==> src/uib_defs.svh <==
// constants for the uart interrupt identification and baud generator
// assumes one 125 MHz clock and a plain byte-wide register port
`ifndef UIB_DEFS_SVH
`define UIB_DEFS_SVH
`define UIB_A_BUF     4'h0
`define UIB_A_IER     4'h1
`define UIB_A_IDF     4'h2
`define UIB_A_CFG     4'h3
`define UIB_A_HCR     4'h4
`define UIB_A_LSR     4'h5
`define UIB_A_HSR     4'h6
`define UIB_A_SCR     4'h7
`define UIB_A_DLL     4'h8
`define UIB_A_DLH     4'h9
`define UIB_ID_NONE   4'h1
`define UIB_ID_LS     4'h6
`define UIB_ID_DR     4'h4
`define UIB_ID_TO     4'hc
`define UIB_ID_TE     4'h2
`define UIB_ID_HS     4'h0
`define UIB_MCLK_MHZ  8'h7d
`define UIB_SRC_MHZ   8'h18
`define UIB_PD_DEN    8'h0d
`define UIB_PD13_NUM  8'h01
`define UIB_PD1625_NUM 8'h08
`define UIB_CHAR_BITS 10
`define UIB_OVERSMP   16
`define UIB_TOUT_CHARS 4
`define UIB_TRIG1     5'h01
`define UIB_TRIG4     5'h04
`define UIB_TRIG8     5'h08
`define UIB_TRIG14    5'h0e
`define UIB_DIV_RST   16'h0001
`define UIB_HCR_OE    3
`endif

==> src/uib_pkg.sv <==
// types shared by the uart interrupt and baud logic
// assumes the serial core delivers its events on the same clock
package uib_pkg;
  typedef struct packed {
    logic overrun;
    logic parity_err;
    logic framing_err;
    logic silent_line;
    logic cts_chg;
    logic dsr_chg;
    logic ring_rise;
    logic dcd_chg;
    logic tx_empty_set;
    logic rx_push;
  } uib_src_s;
  typedef enum logic [1:0] {
    UIB_PD13   = 2'h0,
    UIB_PD1625 = 2'h1,
    UIB_PD1    = 2'h2
  } uib_pdiv_e;
endpackage : uib_pkg

==> src/uib_top.sv <==
// interrupt identification, enables, scratch and 16x baud enable
// assumes the serial core runs on MCLK and pulses its events in SRC
`timescale 1ns/1ps
`default_nettype none
`include "uib_defs.svh"
module uib_top #(
  parameter int TOUT_TICKS = `UIB_TOUT_CHARS * `UIB_CHAR_BITS * `UIB_OVERSMP
) (
  // clock and reset
  input  wire logic             MCLK,
  input  wire logic             RESETN,
  // register port
  input  wire logic [3:0]       ADDR,
  input  wire logic [7:0]       WDATA,
  input  wire logic             WR,
  input  wire logic             RD,
  output logic      [7:0]       RDATA,
  // serial core status
  input  wire uib_pkg::uib_src_s SRC,
  input  wire logic [4:0]       RX_COUNT,
  input  wire logic [7:0]       LSR_IN,
  input  wire logic [3:0]       MSR_IN,
  // serial core control
  output logic      [7:0]       TX_DATA,
  output logic                  TX_WRITE,
  output logic                  RX_READ,
  output logic                  FIFO_MODE,
  output logic                  RX_FIFO_CLR,
  output logic                  TX_FIFO_CLR,
  output logic      [4:0]       HS_CTRL,
  output logic                  BAUD16_EN,
  output logic                  IRQ
);

  logic [7:0]  ier_reg;
  logic [7:0]  hcr_reg;
  logic [7:0]  scr_reg;
  logic [7:0]  dll_reg;
  logic [7:0]  dlh_reg;
  logic        fifo_en_reg;
  logic [1:0]  trig_sel_reg;
  logic [1:0]  pdiv_reg;
  logic        hspeed_reg;
  logic        ls_pend_reg;
  logic        hs_pend_reg;
  logic [3:0]  hs_flag_reg;
  logic [3:0]  ls_flag_reg;
  logic        te_reg;
  logic        tout_reg;
  logic [9:0]  tout_cnt_reg;
  logic [7:0]  rdata_reg;
  logic [7:0]  txd_reg;
  logic        irq_reg;
  logic [7:0]  src_acc_reg;
  logic [7:0]  pd_acc_reg;
  logic [15:0] div_cnt_reg;
  logic        b16_reg;
  localparam logic [15:0] div_rst = `UIB_DIV_RST;

  // register decode
  wire wr_ier = WR && (ADDR == `UIB_A_IER);
  wire wr_fcr = WR && (ADDR == `UIB_A_IDF);
  wire wr_cfg = WR && (ADDR == `UIB_A_CFG);
  wire wr_hcr = WR && (ADDR == `UIB_A_HCR);
  wire wr_scr = WR && (ADDR == `UIB_A_SCR);
  wire wr_dll = WR && (ADDR == `UIB_A_DLL);
  wire wr_dlh = WR && (ADDR == `UIB_A_DLH);
  wire wr_buf = WR && (ADDR == `UIB_A_BUF);
  wire rd_buf = RD && (ADDR == `UIB_A_BUF);
  wire rd_idr = RD && (ADDR == `UIB_A_IDF);
  wire rd_lsr = RD && (ADDR == `UIB_A_LSR);
  wire rd_hsr = RD && (ADDR == `UIB_A_HSR);

  // event inputs
  wire [3:0] ls_evt = {SRC.silent_line, SRC.framing_err,
                       SRC.parity_err, SRC.overrun};
  wire [3:0] hs_evt = {SRC.dcd_chg, SRC.ring_rise,
                       SRC.dsr_chg, SRC.cts_chg};

  // trigger level lookup
  wire [4:0] trig_lvl = (trig_sel_reg == 2'h0) ? `UIB_TRIG1 :
                        (trig_sel_reg == 2'h1) ? `UIB_TRIG4 :
                        (trig_sel_reg == 2'h2) ? `UIB_TRIG8 :
                                                 `UIB_TRIG14;

  // data ready level
  wire data_rdy = fifo_en_reg ? (RX_COUNT >= trig_lvl)
                              : (RX_COUNT != 5'h00);

  // per-class enable gating
  wire ls_on = ls_pend_reg & ier_reg[2];
  wire to_on = tout_reg & fifo_en_reg & ier_reg[0];
  wire dr_on = data_rdy & ier_reg[0];
  wire te_on = te_reg & ier_reg[1];
  wire hs_on = hs_pend_reg & ier_reg[3];
  wire any_on = ls_on | to_on | dr_on | te_on | hs_on;

  // priority encode of the pending class
  wire [3:0] id_code = ls_on ? `UIB_ID_LS :
                       to_on ? `UIB_ID_TO :
                       dr_on ? `UIB_ID_DR :
                       te_on ? `UIB_ID_TE :
                       hs_on ? `UIB_ID_HS :
                               `UIB_ID_NONE;
  wire [7:0] ident = {fifo_en_reg, fifo_en_reg, 2'b00,
                      id_code};

  // tx empty clears when a read reports it
  wire te_rd_clr = rd_idr && (id_code == `UIB_ID_TE);

  // read mux
  wire [7:0] rd_mux =
    (ADDR == `UIB_A_BUF) ? 8'h00 :
    (ADDR == `UIB_A_IER) ? {4'h0, ier_reg[3:0]} :
    (ADDR == `UIB_A_IDF) ? ident :
    (ADDR == `UIB_A_CFG) ? {5'h00, hspeed_reg, pdiv_reg} :
    (ADDR == `UIB_A_HCR) ? {3'h0, hcr_reg[4:0]} :
    (ADDR == `UIB_A_LSR) ? {LSR_IN[7:5], ls_flag_reg,
                            LSR_IN[0]} :
    (ADDR == `UIB_A_HSR) ? {MSR_IN, hs_flag_reg} :
    (ADDR == `UIB_A_SCR) ? scr_reg :
    (ADDR == `UIB_A_DLL) ? dll_reg :
    (ADDR == `UIB_A_DLH) ? dlh_reg : 8'h00;

  // control registers
  always_ff @(posedge MCLK) begin
    if (!RESETN) begin
      ier_reg      <= 8'h00;
      hcr_reg      <= 8'h00;
      scr_reg      <= 8'h00;
      dll_reg      <= div_rst[7:0];
      dlh_reg      <= div_rst[15:8];
      fifo_en_reg  <= 1'b0;
      trig_sel_reg <= 2'h0;
      pdiv_reg     <= uib_pkg::UIB_PD13;
      hspeed_reg   <= 1'b0;
    end else begin
      if (wr_ier) ier_reg <= {4'h0, WDATA[3:0]};
      if (wr_hcr) hcr_reg <= WDATA;
      if (wr_scr) scr_reg <= WDATA;
      if (wr_dll) dll_reg <= WDATA;
      if (wr_dlh) dlh_reg <= WDATA;
      if (wr_cfg) pdiv_reg <= WDATA[1:0];
      if (wr_cfg) hspeed_reg <= WDATA[2];
      if (wr_fcr) fifo_en_reg <= WDATA[0];
      if (wr_fcr && WDATA[0]) trig_sel_reg <= WDATA[7:6];
    end
  end

  // sticky interrupt sources, a set wins over a clear
  always_ff @(posedge MCLK) begin
    if (!RESETN) begin
      ls_flag_reg <= 4'h0;
      hs_flag_reg <= 4'h0;
      ls_pend_reg <= 1'b0;
      hs_pend_reg <= 1'b0;
      te_reg      <= 1'b1;
    end else begin
      ls_flag_reg <= ls_evt | (rd_lsr ? 4'h0 : ls_flag_reg);
      hs_flag_reg <= hs_evt | (rd_hsr ? 4'h0 : hs_flag_reg);
      ls_pend_reg <= (|ls_evt) | (ls_pend_reg & ~rd_lsr);
      hs_pend_reg <= (|hs_evt) | (hs_pend_reg & ~rd_hsr);
      te_reg <= SRC.tx_empty_set |
                (te_reg & ~wr_buf & ~te_rd_clr);
    end
  end

  // receive timeout: idle data for four character times
  wire tout_rst = SRC.rx_push | rd_buf | (RX_COUNT == 5'h00) |
                  !fifo_en_reg;
  wire tout_hit = (tout_cnt_reg == 10'(TOUT_TICKS - 1)) && b16_reg;

  always_ff @(posedge MCLK) begin
    if (!RESETN) begin
      tout_cnt_reg <= 10'h000;
      tout_reg     <= 1'b0;
    end else begin
      if (tout_rst)
        tout_cnt_reg <= 10'h000;
      else if (b16_reg && !tout_hit && !tout_reg)
        tout_cnt_reg <= tout_cnt_reg + 10'h001;
      tout_reg <= (tout_hit & ~tout_rst) |
                  (tout_reg & ~rd_buf & fifo_en_reg);
    end
  end

  // 24 MHz enable from MCLK: add 24, wrap at 125
  wire [8:0] src_sum = {1'b0, src_acc_reg} + {1'b0, `UIB_SRC_MHZ};
  wire       src_en  = src_sum >= {1'b0, `UIB_MCLK_MHZ};

  // pre-divider as num/den accumulator on the 24 MHz enable
  wire [7:0] pd_num = hspeed_reg ? `UIB_PD_DEN :
                      (pdiv_reg == uib_pkg::UIB_PD13)   ? `UIB_PD13_NUM :
                      (pdiv_reg == uib_pkg::UIB_PD1625) ? `UIB_PD1625_NUM :
                                                          `UIB_PD_DEN;
  wire [8:0] pd_sum = {1'b0, pd_acc_reg} + {1'b0, pd_num};
  wire       pd_hit = pd_sum >= {1'b0, `UIB_PD_DEN};
  wire       ref_en = src_en && pd_hit;

  // divisor counter on the pre-divided rate
  wire [15:0] divisor = {dlh_reg, dll_reg};
  wire        div_tc  = div_cnt_reg <= 16'h0001;

  always_ff @(posedge MCLK) begin
    if (!RESETN) begin
      src_acc_reg <= 8'h00;
      pd_acc_reg  <= 8'h00;
      div_cnt_reg <= `UIB_DIV_RST;
      b16_reg     <= 1'b0;
    end else begin
      src_acc_reg <= src_en ? 8'(src_sum - {1'b0, `UIB_MCLK_MHZ})
                            : src_sum[7:0];
      if (src_en)
        pd_acc_reg <= pd_hit ? 8'(pd_sum - {1'b0, `UIB_PD_DEN})
                             : pd_sum[7:0];
      if (ref_en)
        div_cnt_reg <= div_tc ? divisor
                              : div_cnt_reg - 16'h0001;
      b16_reg <= ref_en && div_tc;
    end
  end

  // read data, command pulses and outputs
  always_ff @(posedge MCLK) begin
    if (!RESETN) begin
      rdata_reg <= 8'h00;
      txd_reg   <= 8'h00;
      irq_reg   <= 1'b0;
    end else begin
      rdata_reg <= RD ? rd_mux : 8'h00;
      if (wr_buf) txd_reg <= WDATA;
      irq_reg <= any_on && hcr_reg[`UIB_HCR_OE];
    end
  end

  // fifo clears act only with the enable bit in the same write
  assign RX_FIFO_CLR = wr_fcr && WDATA[0] && WDATA[1];
  assign TX_FIFO_CLR = wr_fcr && WDATA[0] && WDATA[2];
  assign TX_WRITE    = wr_buf;
  assign RX_READ     = rd_buf;
  assign RDATA       = rdata_reg;
  assign TX_DATA     = txd_reg;
  assign FIFO_MODE   = fifo_en_reg;
  assign HS_CTRL     = hcr_reg[4:0];
  assign BAUD16_EN   = b16_reg;
  assign IRQ         = irq_reg;

  // checks
  property p_id_hi;
    @(posedge MCLK) disable iff (!RESETN)
    rd_idr |=> RDATA[7:6] == {2{$past(fifo_en_reg)}};
  endproperty
  a_id_hi: assert property (p_id_hi) else $error("ident mode bits");

  property p_id_zero;
    @(posedge MCLK) disable iff (!RESETN)
    rd_idr |=> RDATA[5:4] == 2'b00;
  endproperty
  a_id_zero: assert property (p_id_zero) else $error("ident 5:4");

  property p_id_b3;
    @(posedge MCLK) disable iff (!RESETN)
    (rd_idr && !fifo_en_reg) |=> !RDATA[3];
  endproperty
  a_id_b3: assert property (p_id_b3) else $error("ident bit3");

  property p_none;
    @(posedge MCLK) disable iff (!RESETN)
    (rd_idr && ier_reg[3:0] == 4'h0) |=> RDATA[3:0] == `UIB_ID_NONE;
  endproperty
  a_none: assert property (p_none) else $error("masked not idle");

  property p_ier_hi;
    @(posedge MCLK) disable iff (!RESETN)
    (RD && ADDR == `UIB_A_IER) |=> RDATA[7:4] == 4'h0;
  endproperty
  a_ier_hi: assert property (p_ier_hi) else $error("ier high");

  property p_irq_oe;
    @(posedge MCLK) disable iff (!RESETN)
    !hcr_reg[`UIB_HCR_OE] |=> !IRQ;
  endproperty
  a_irq_oe: assert property (p_irq_oe) else $error("irq gated");

  property p_ls_clr;
    @(posedge MCLK) disable iff (!RESETN)
    (rd_lsr && ls_evt == 4'h0) |=> !ls_pend_reg;
  endproperty
  a_ls_clr: assert property (p_ls_clr) else $error("lsr clear");

  property p_te_clr;
    @(posedge MCLK) disable iff (!RESETN)
    (wr_buf && !SRC.tx_empty_set) |=> !te_reg;
  endproperty
  a_te_clr: assert property (p_te_clr) else $error("tx empty clear");

  property p_hs_set;
    @(posedge MCLK) disable iff (!RESETN)
    SRC.cts_chg ##1 (ier_reg[3] && !ls_on && !dr_on && !to_on && !te_on)
      |-> id_code == `UIB_ID_HS;
  endproperty
  a_hs_set: assert property (p_hs_set) else $error("hs class");

  property p_scr;
    @(posedge MCLK) disable iff (!RESETN)
    wr_scr ##1 !WR ##1 (RD && ADDR == `UIB_A_SCR) |=> RDATA == $past(WDATA, 3);
  endproperty
  a_scr: assert property (p_scr) else $error("scratch readback");

  property p_b16;
    @(posedge MCLK) disable iff (!RESETN)
    BAUD16_EN |=> !BAUD16_EN;
  endproperty
  a_b16: assert property (p_b16) else $error("baud pulse width");

  property p_ls_set;
    @(posedge MCLK) disable iff (!RESETN)
    (|ls_evt) |=> ls_pend_reg;
  endproperty
  a_ls_set: assert property (p_ls_set) else $error("lsr set");

  property p_ls_id;
    @(posedge MCLK) disable iff (!RESETN)
    (rd_idr && ls_on) |=> RDATA[3:0] == `UIB_ID_LS;
  endproperty
  a_ls_id: assert property (p_ls_id) else $error("lsr first");

  property p_hs_clr;
    @(posedge MCLK) disable iff (!RESETN)
    (rd_hsr && hs_evt == 4'h0) |=> !hs_pend_reg;
  endproperty
  a_hs_clr: assert property (p_hs_clr) else $error("hsr clear");

  property p_te_id;
    @(posedge MCLK) disable iff (!RESETN)
    (te_rd_clr && !SRC.tx_empty_set) |=> !te_reg;
  endproperty
  a_te_id: assert property (p_te_id) else $error("tx empty ident clear");

  property p_to_id;
    @(posedge MCLK) disable iff (!RESETN)
    (rd_idr && to_on && !ls_on) |=> RDATA[3:2] == 2'b11;
  endproperty
  a_to_id: assert property (p_to_id) else $error("timeout code");

  property p_to_clr;
    @(posedge MCLK) disable iff (!RESETN)
    rd_buf |=> !tout_reg;
  endproperty
  a_to_clr: assert property (p_to_clr) else $error("timeout clear");

  property p_pend;
    @(posedge MCLK) disable iff (!RESETN)
    (rd_idr && any_on) |=> !RDATA[0];
  endproperty
  a_pend: assert property (p_pend) else $error("pending bit");

  property p_irq_on;
    @(posedge MCLK) disable iff (!RESETN)
    (any_on && hcr_reg[`UIB_HCR_OE]) |=> IRQ;
  endproperty
  a_irq_on: assert property (p_irq_on) else $error("irq missing");

  property p_irq_mask;
    @(posedge MCLK) disable iff (!RESETN)
    (ier_reg[3:0] == 4'h0) |=> !IRQ;
  endproperty
  a_irq_mask: assert property (p_irq_mask) else $error("irq masked");

  property p_div_rld;
    @(posedge MCLK) disable iff (!RESETN)
    (ref_en && div_tc) |=> div_cnt_reg == $past(divisor);
  endproperty
  a_div_rld: assert property (p_div_rld) else $error("divisor reload");

endmodule : uib_top
`default_nettype wire

==> config.mk <==
export PLATFORM = sky130hd
export DESIGN_NAME = uib_top
export DESIGN_NICKNAME = d
export VERILOG_FILES = /design/src/uib_pkg.sv /design/src/uib_top.sv
export VERILOG_INCLUDE_DIRS = /design/src
export SDC_FILE = /design/constraint.sdc
export NUM_CORES = 1
export LEC_CHECK = 0
export BUFFER_PORTS_ARGS = -buffer_cell sky130_fd_sc_hd__clkbuf_2
export CAP_MARGIN = 10
export CORE_ASPECT_RATIO = 1.5
export CORE_MARGIN = 5
export CORE_UTILIZATION = 42
export DETAILED_ROUTE_END_ITERATION = 7
export PLACE_DENSITY = 0.6
export SKIP_CTS_REPAIR_TIMING = 1
export SYNTH_ARGS = -nofsm -noshare
export SYNTH_HDL_FRONTEND = slang
export SYNTH_SLANG_ARGS = --single-unit
==> constraint.sdc <==
create_clock -name MCLK -period 6.69 [get_ports MCLK]
set_clock_uncertainty 0.2 [all_clocks]
set_input_delay 1.0035 -clock MCLK [delete_from_list [all_inputs] [get_ports MCLK]]
set_output_delay 1.0035 -clock MCLK [all_outputs]
set_load 0.005 [all_outputs]
== Word-level counts from Yosys, hierarchy flattened ==
Cells that the tools add are included.
Storage, ports and cells
  register bits after elaboration: 111
  bits in latches: 0
  RAM bits: 0
  memory bits (read-only): 0
  output and inout bits: 28
  word-level logic and storage cells: 147
  memories: 0
Operators by class
  add/subtract/negate cells: 6
  multipliers: 0
  div/mod/pow operators: 0
  order comparisons: 4
  eq/ne operators: 14
  shifts and indexed selects: 0
  multiplexer cells: 26
  bitwise logic cells: 34
  reduce and logical (&&, ||, !) cells: 37
Operators by type and width (number)
  two-way mux 8 bit: 10
  two-way mux 4 bit: 9
  logical AND 1 bit: 22
  == test 4 x 3 -> 1 bit (second input constant): 4
  <= comparator 16 x 1 -> 1 bit (second input constant): 1
  two-way mux 16 bit: 1
  subtractor 16 x 1 -> 16 bit (second input constant): 1
  AND 1 bit: 13
  == test 4 x 2 -> 1 bit (second input constant): 3
  OR reduction 4 bit: 3
  OR 1 bit: 11
  adder 10 x 1 -> 10 bit (second input constant): 1
  == test 10 bit (second input constant): 1
  adder 8 x 4 -> 9 bit: 1
  adder 8 x 5 -> 9 bit (second input constant): 1
  >= comparator 9 x 4 -> 1 bit (second input constant): 1
  >= comparator 9 x 7 -> 1 bit (second input constant): 1
  two-way mux 3 bit: 3
  == test 4 bit (second input constant): 2
  inverter 1 bit: 8
  OR 4 bit: 2
  subtractor 8 x 4 -> 8 bit (second input constant): 1
  subtractor 8 x 7 -> 8 bit (second input constant): 1
  OR reduction 7 bit: 1
  14 further kinds: 19

== Depth between registers and ports, before layout ==
  word-level depth: 15
  depth in mapped cells: 12

== Worst setup path before layout ==
OpenSTA, ideal clock, no wires.
  path type: input to output
  start point: in ADDR[2]
  end point: out RX_FIFO_CLR
  arrival: 1.990 ns
  data required time: 5.486 ns
  slack: 3.496 ns
  cell stages on the path: 5
  buffers on the path: 1
  path through: clkbuf_1 -> nor2_1 -> and3_1 -> nand3_1 -> nor2_1
Between the ends
  cells in the longest elaborated chain, start to end: 4
RTL lines
  from (decl): line uib_top.sv:13  | input wire logic [3:0] ADDR,
  == test 4 x 2 -> 1 bit (no line)
  logical AND 1 bit: line uib_top.sv:62  | wire wr_fcr = WR && (ADDR == `UIB_A_IDF);
  logical AND 1 bit (2 in a row): line uib_top.sv:237  | assign RX_FIFO_CLR = wr_fcr && WDATA[0] && WDATA[1];
  to (decl): line uib_top.sv:28  | output logic RX_FIFO_CLR,
No other way between the ends.

== Worst setup path in the final report ==
  start point: in ADDR[0]
  end point: out TX_WRITE
Between the ends
  cells in the longest elaborated chain, start to end: 2
RTL lines
  zero test 4 bit (no line)
  logical AND 1 bit: line uib_top.sv:68  | wire wr_buf = WR && (ADDR == `UIB_A_BUF);
  to (decl): line uib_top.sv:25  | output logic TX_WRITE,
No other way between the ends.

==> summary.md <==
| Metric | Value |
|---|---|
| Adder-cell share of the synthesized area | `around 3.6%` |
| Sequential cell area | `2222 um^2` |
| Sequential group share of total power | `between 40% and 50%` |
| Met1 WL | `between 6000 and 7000 um` |
| Vias | `approximately 5400` |
| Max-Cap Viols | `0` |
| Std-Cell Rows | `53` |
| Final hold vios | `0` |
| Max-slew headroom | `between 20% and 30%` |
| ANT cells | `0` |
| Switch share | `31.04%` |
| Tcrit/Tclk final | `59.24%` |
| Clk sinks | `111` |
| CP max stage delay | `roughly 0.52 ns` |
| Detailed-route wire length per cell | `approximately 17 um` |
| Combinational share of power | `a little over a fifth` |
| VDD IR-drop max | `roughly 0.13 mV` |
| CTS Buf Count | `9` |
| Mux share of post-synthesis cell area | `8.405%` |
| Io pins | `71` |
| Largest family of logic cells by synthesized area | `simple AND/OR/NAND/NOR gates` |
| Synthesized flop and latch total | `~110` |
| Most used DFF post-synth | `dfxtp_1` |
| Core area | `between 10000 and 15000 um^2` |
| Int Pwr | `around 1.1 mW` |
| H-tree levels | `3` |
| # port buffers | `between 60 and 70` |
| Die width | `107.2 um` |
| 1st-pass router iterations | `5` |
| Simple-Gate Fraction of Synth Area | `24.27%` |
| Vias per cell | `between 5 and 6` |
| CP most frequent cell | `clkbuf_2` |
| Proportion of layout cells with a drive suffix above 1 | `14.90%` |
| Initial antenna violation count | `0` |
| Netlist cell types | `77` |
| Root Buffer | `clkbuf_16` |
| Minimum clock period | `about 4 ns` |
| Post-DP HPWL | `~12000 um` |
| Final max-slew violation count | `0` |
| XOR/XNOR Fraction of Synth Area | `around 4%` |
| Critical Path AT | `between 2 and 3 ns` |
| Nets@finish | `827` |
| # setup viols final | `0` |
| Cell Count Post-Placement | `948` |
| Crit. End Element | `output port` |
| Final global-route overflow total | `0` |
| Hold crit path type | `flip-flop to flip-flop` |
| Die ar. | `about 17000 um^2` |
| Setup Total Neg Slack | `0 ns` |
| Critical path cell sequence | `clkbuf_2, nor4_1, nand2_1, clkinv_1, clkbuf_2` |
| CTS tree | `built` |
| Leakage | `about 2.6 nW` |
| Iter 0 DRT Violations | `a little over 300` |
| Post-route ant nets | `0` |
| CTS max path bufs | `2` |
| Unrepaired setup endpoints after global routing | `false` |
| Reg clk slew, reported paths | `about 0.080 ns` |
| Worst-skew pair later-pin latency | `0.34 ns` |
| Largest net degree at the start of global routing | `83` |
| Critical path class | `input port to output port` |
| Status | `finished, final reports clean` |
| Compound-Gate Fraction of Synth Area | `17.92%` |
| Uppermost layer routed | `met4` |
| Post-route insts no fill | `a little under 1000` |
| Initial Util | `a little over two fifths` |
| Syn Area/Cell | `just over 8 um^2` |
| Post-synth EDFFs | `0` |
| Max reg flops | `16` |
| Register area share after synthesis | `37.32%` |
| Met2 WL post-DR | `around 8400 um` |
| Switching power | `between 0.5 and 0.6 mW` |
| Post-Syn Area | `just under 6000 um^2` |
| Max Clk Rate | `around 0.25 GHz` |
| Vias in the first global route | `5268` |
| Area Overhead vs Synth | `12.12%` |
| Chip height | `~160 um` |
| Gpl congestion | `~0.9` |
| Remaining routing DRC violations | `0` |
| Tot GR Track Use | `19.76%` |
| Slowest CP cell | `nor4_1` |
| Slew of the pin with the lowest slew margin | `1.123 ns` |
| Multi-input gate area | `roughly 3500 um^2` |
| Global-route wire length before repair | `~27000 um` |
| Worst setup SP type | `input port` |
| Syn Inst Count | `~730` |
| Power share of the clock group | `34.5%` |
| Fill count | `1396` |
| Synth async-reset ratio | `0%` |
| CP Max Fanout | `25` |
| Critical Path RT | `around 5.5 ns` |
| Drt total wl | `approximately 16000 um` |
| Yosys warns | `0` |
| DR WL met3 | `roughly 730 um` |
| Syn_nets | `slightly below 800` |
| Power Dens Cells | `243.7 nW/um^2` |
-- layout make-up --
class	count	area share [%]
Clock buffer	10	3.430
Clock inverter	6	1.331
Inverter	24	1.349
Multi-Input combinational cell	554	51.95
Sequential cell	111	33.28
Tap cell	192	3.598
Timing Repair Buffer	67	5.060
-- synthesized netlist by cell type (all sizes together), types with 4 or more instances --
cell type    n  area, um^2
nor3b        5       37.54
nand2b       7       43.79
nand3       25       125.1
nand2       70       270.3
xnor2       13       128.9
buf         11       78.82
a211oi       5       47.54
a21oi       75       390.4
nand4        7       50.05
clkbuf      25       95.09
o21a         4       30.03
ha          17       212.7
a21o         6       45.04
o21ai       35       182.7
dfxtp      111        2222
o31ai        4       30.03
nor3        18       111.4
nor4         9       71.32
a31oi        8       71.32
and2         6       40.04
mux2i       41       410.4
and3         5       31.28
or2         11       68.81
inv         23       86.33
nor2       115       434.2
or3          6       42.54
or4          4       30.03
xor2        13       113.9
-- power groups by stage --
stage	clock network (mW)	registers, mW	logic [mW]
floorplan	0	0.730	0.273
global placement	0	0.741	0.327
detailed placement	0	0.742	0.339
CTS	0.574	0.727	0.340
global route	0.606	0.732	0.381
finish	0.561	0.727	0.340
-- worst max-delay path: cells and delay by family --
kind	cells	cell delay [ns]
and+or+nand+nor	2	0.93
buffers and inverters	3	0.80
-- metal layers --
| metal | up-vias | track usage [%] |
|---|---|---|
| met4 | 0 | 8.836 |
| met5 | - | 0 |
| li1 | 2632 | - |
| met3 | 43 | 3.478 |
| met1 | 2517 | 21.41 |
| met2 | 168 | 36.91 |
-- per-stage QoR --
| step | instance area [um^2] | power [mW] | setup slack (ns) | hold slack (ns) | utilization, % |
|---|---|---|---|---|---|
| floorplan | 5954 | 1.003 | 3.496 | 0.2317 | - |
| global placement | 6359 | 1.067 | 2.784 | 0.2456 | 45.44 |
| detailed placement | 6359 | 1.081 | 2.728 | 0.2467 | 45.44 |
| CTS | 6676 | 1.641 | 2.723 | 0.2578 | 47.72 |
| global route | 6676 | 1.719 | 2.424 | 0.2791 | 47.72 |
| finish | 6676 | 1.627 | 2.727 | 0.2574 | 47.72 |
-- cells in the final DEF, fill, tap and decap left out, drive strengths merged, types with 3 or more instances in the layout --
master / Yosys / layout
o21a: 4 / 4
or2: 11 / 11
clkinv: 1 / 4
nand3b: 3 / 3
inv: 23 / 25
o21ai: 35 / 35
o31ai: 4 / 4
xnor2: 13 / 13
clkbuf: 25 / 76
or4: 4 / 4
nand2b: 7 / 7
a21o: 6 / 6
a211oi: 5 / 5
or3: 6 / 6
ha: 17 / 17
xor2: 13 / 13
nand3: 25 / 25
mux2i: 41 / 41
nand4: 7 / 7
o211a: 3 / 3
nor3b: 5 / 5
a31oi: 8 / 8
nor2: 115 / 115
and4: 3 / 3
a211o: 3 / 3
nor3: 18 / 18
mux4: 3 / 3
dfxtp: 111 / 111
a21oi: 75 / 75
and3: 5 / 5
nand2: 70 / 70
nor4: 9 / 9
and2: 6 / 6
-- logic make-up (layout without fill, tap and decap cells) --
kind of cell | Yosys count | after routing
adder cells (fa/ha/maj) | 17 | 17
AND/OR/NAND/NOR | 299 | 299
buffers and inverters | 60 | 107
AO/OA/AOI/OAI | 166 | 166
XOR/XNOR | 26 | 26
multiplexers | 46 | 46
flip-flops | 111 | 111
-- final timing paths --
path	depth (start not counted)	slack [ns]	from	endpoint
max	5	2.73	ADDR[0]	TX_WRITE
min	2	0.26	ls_pend_reg	ls_pend_reg
max reg2reg	9	2.99	hspeed_reg	div_cnt_reg[3]
min reg2reg	2	0.26	ls_pend_reg	ls_pend_reg
(Power assumes the default switching activity.)
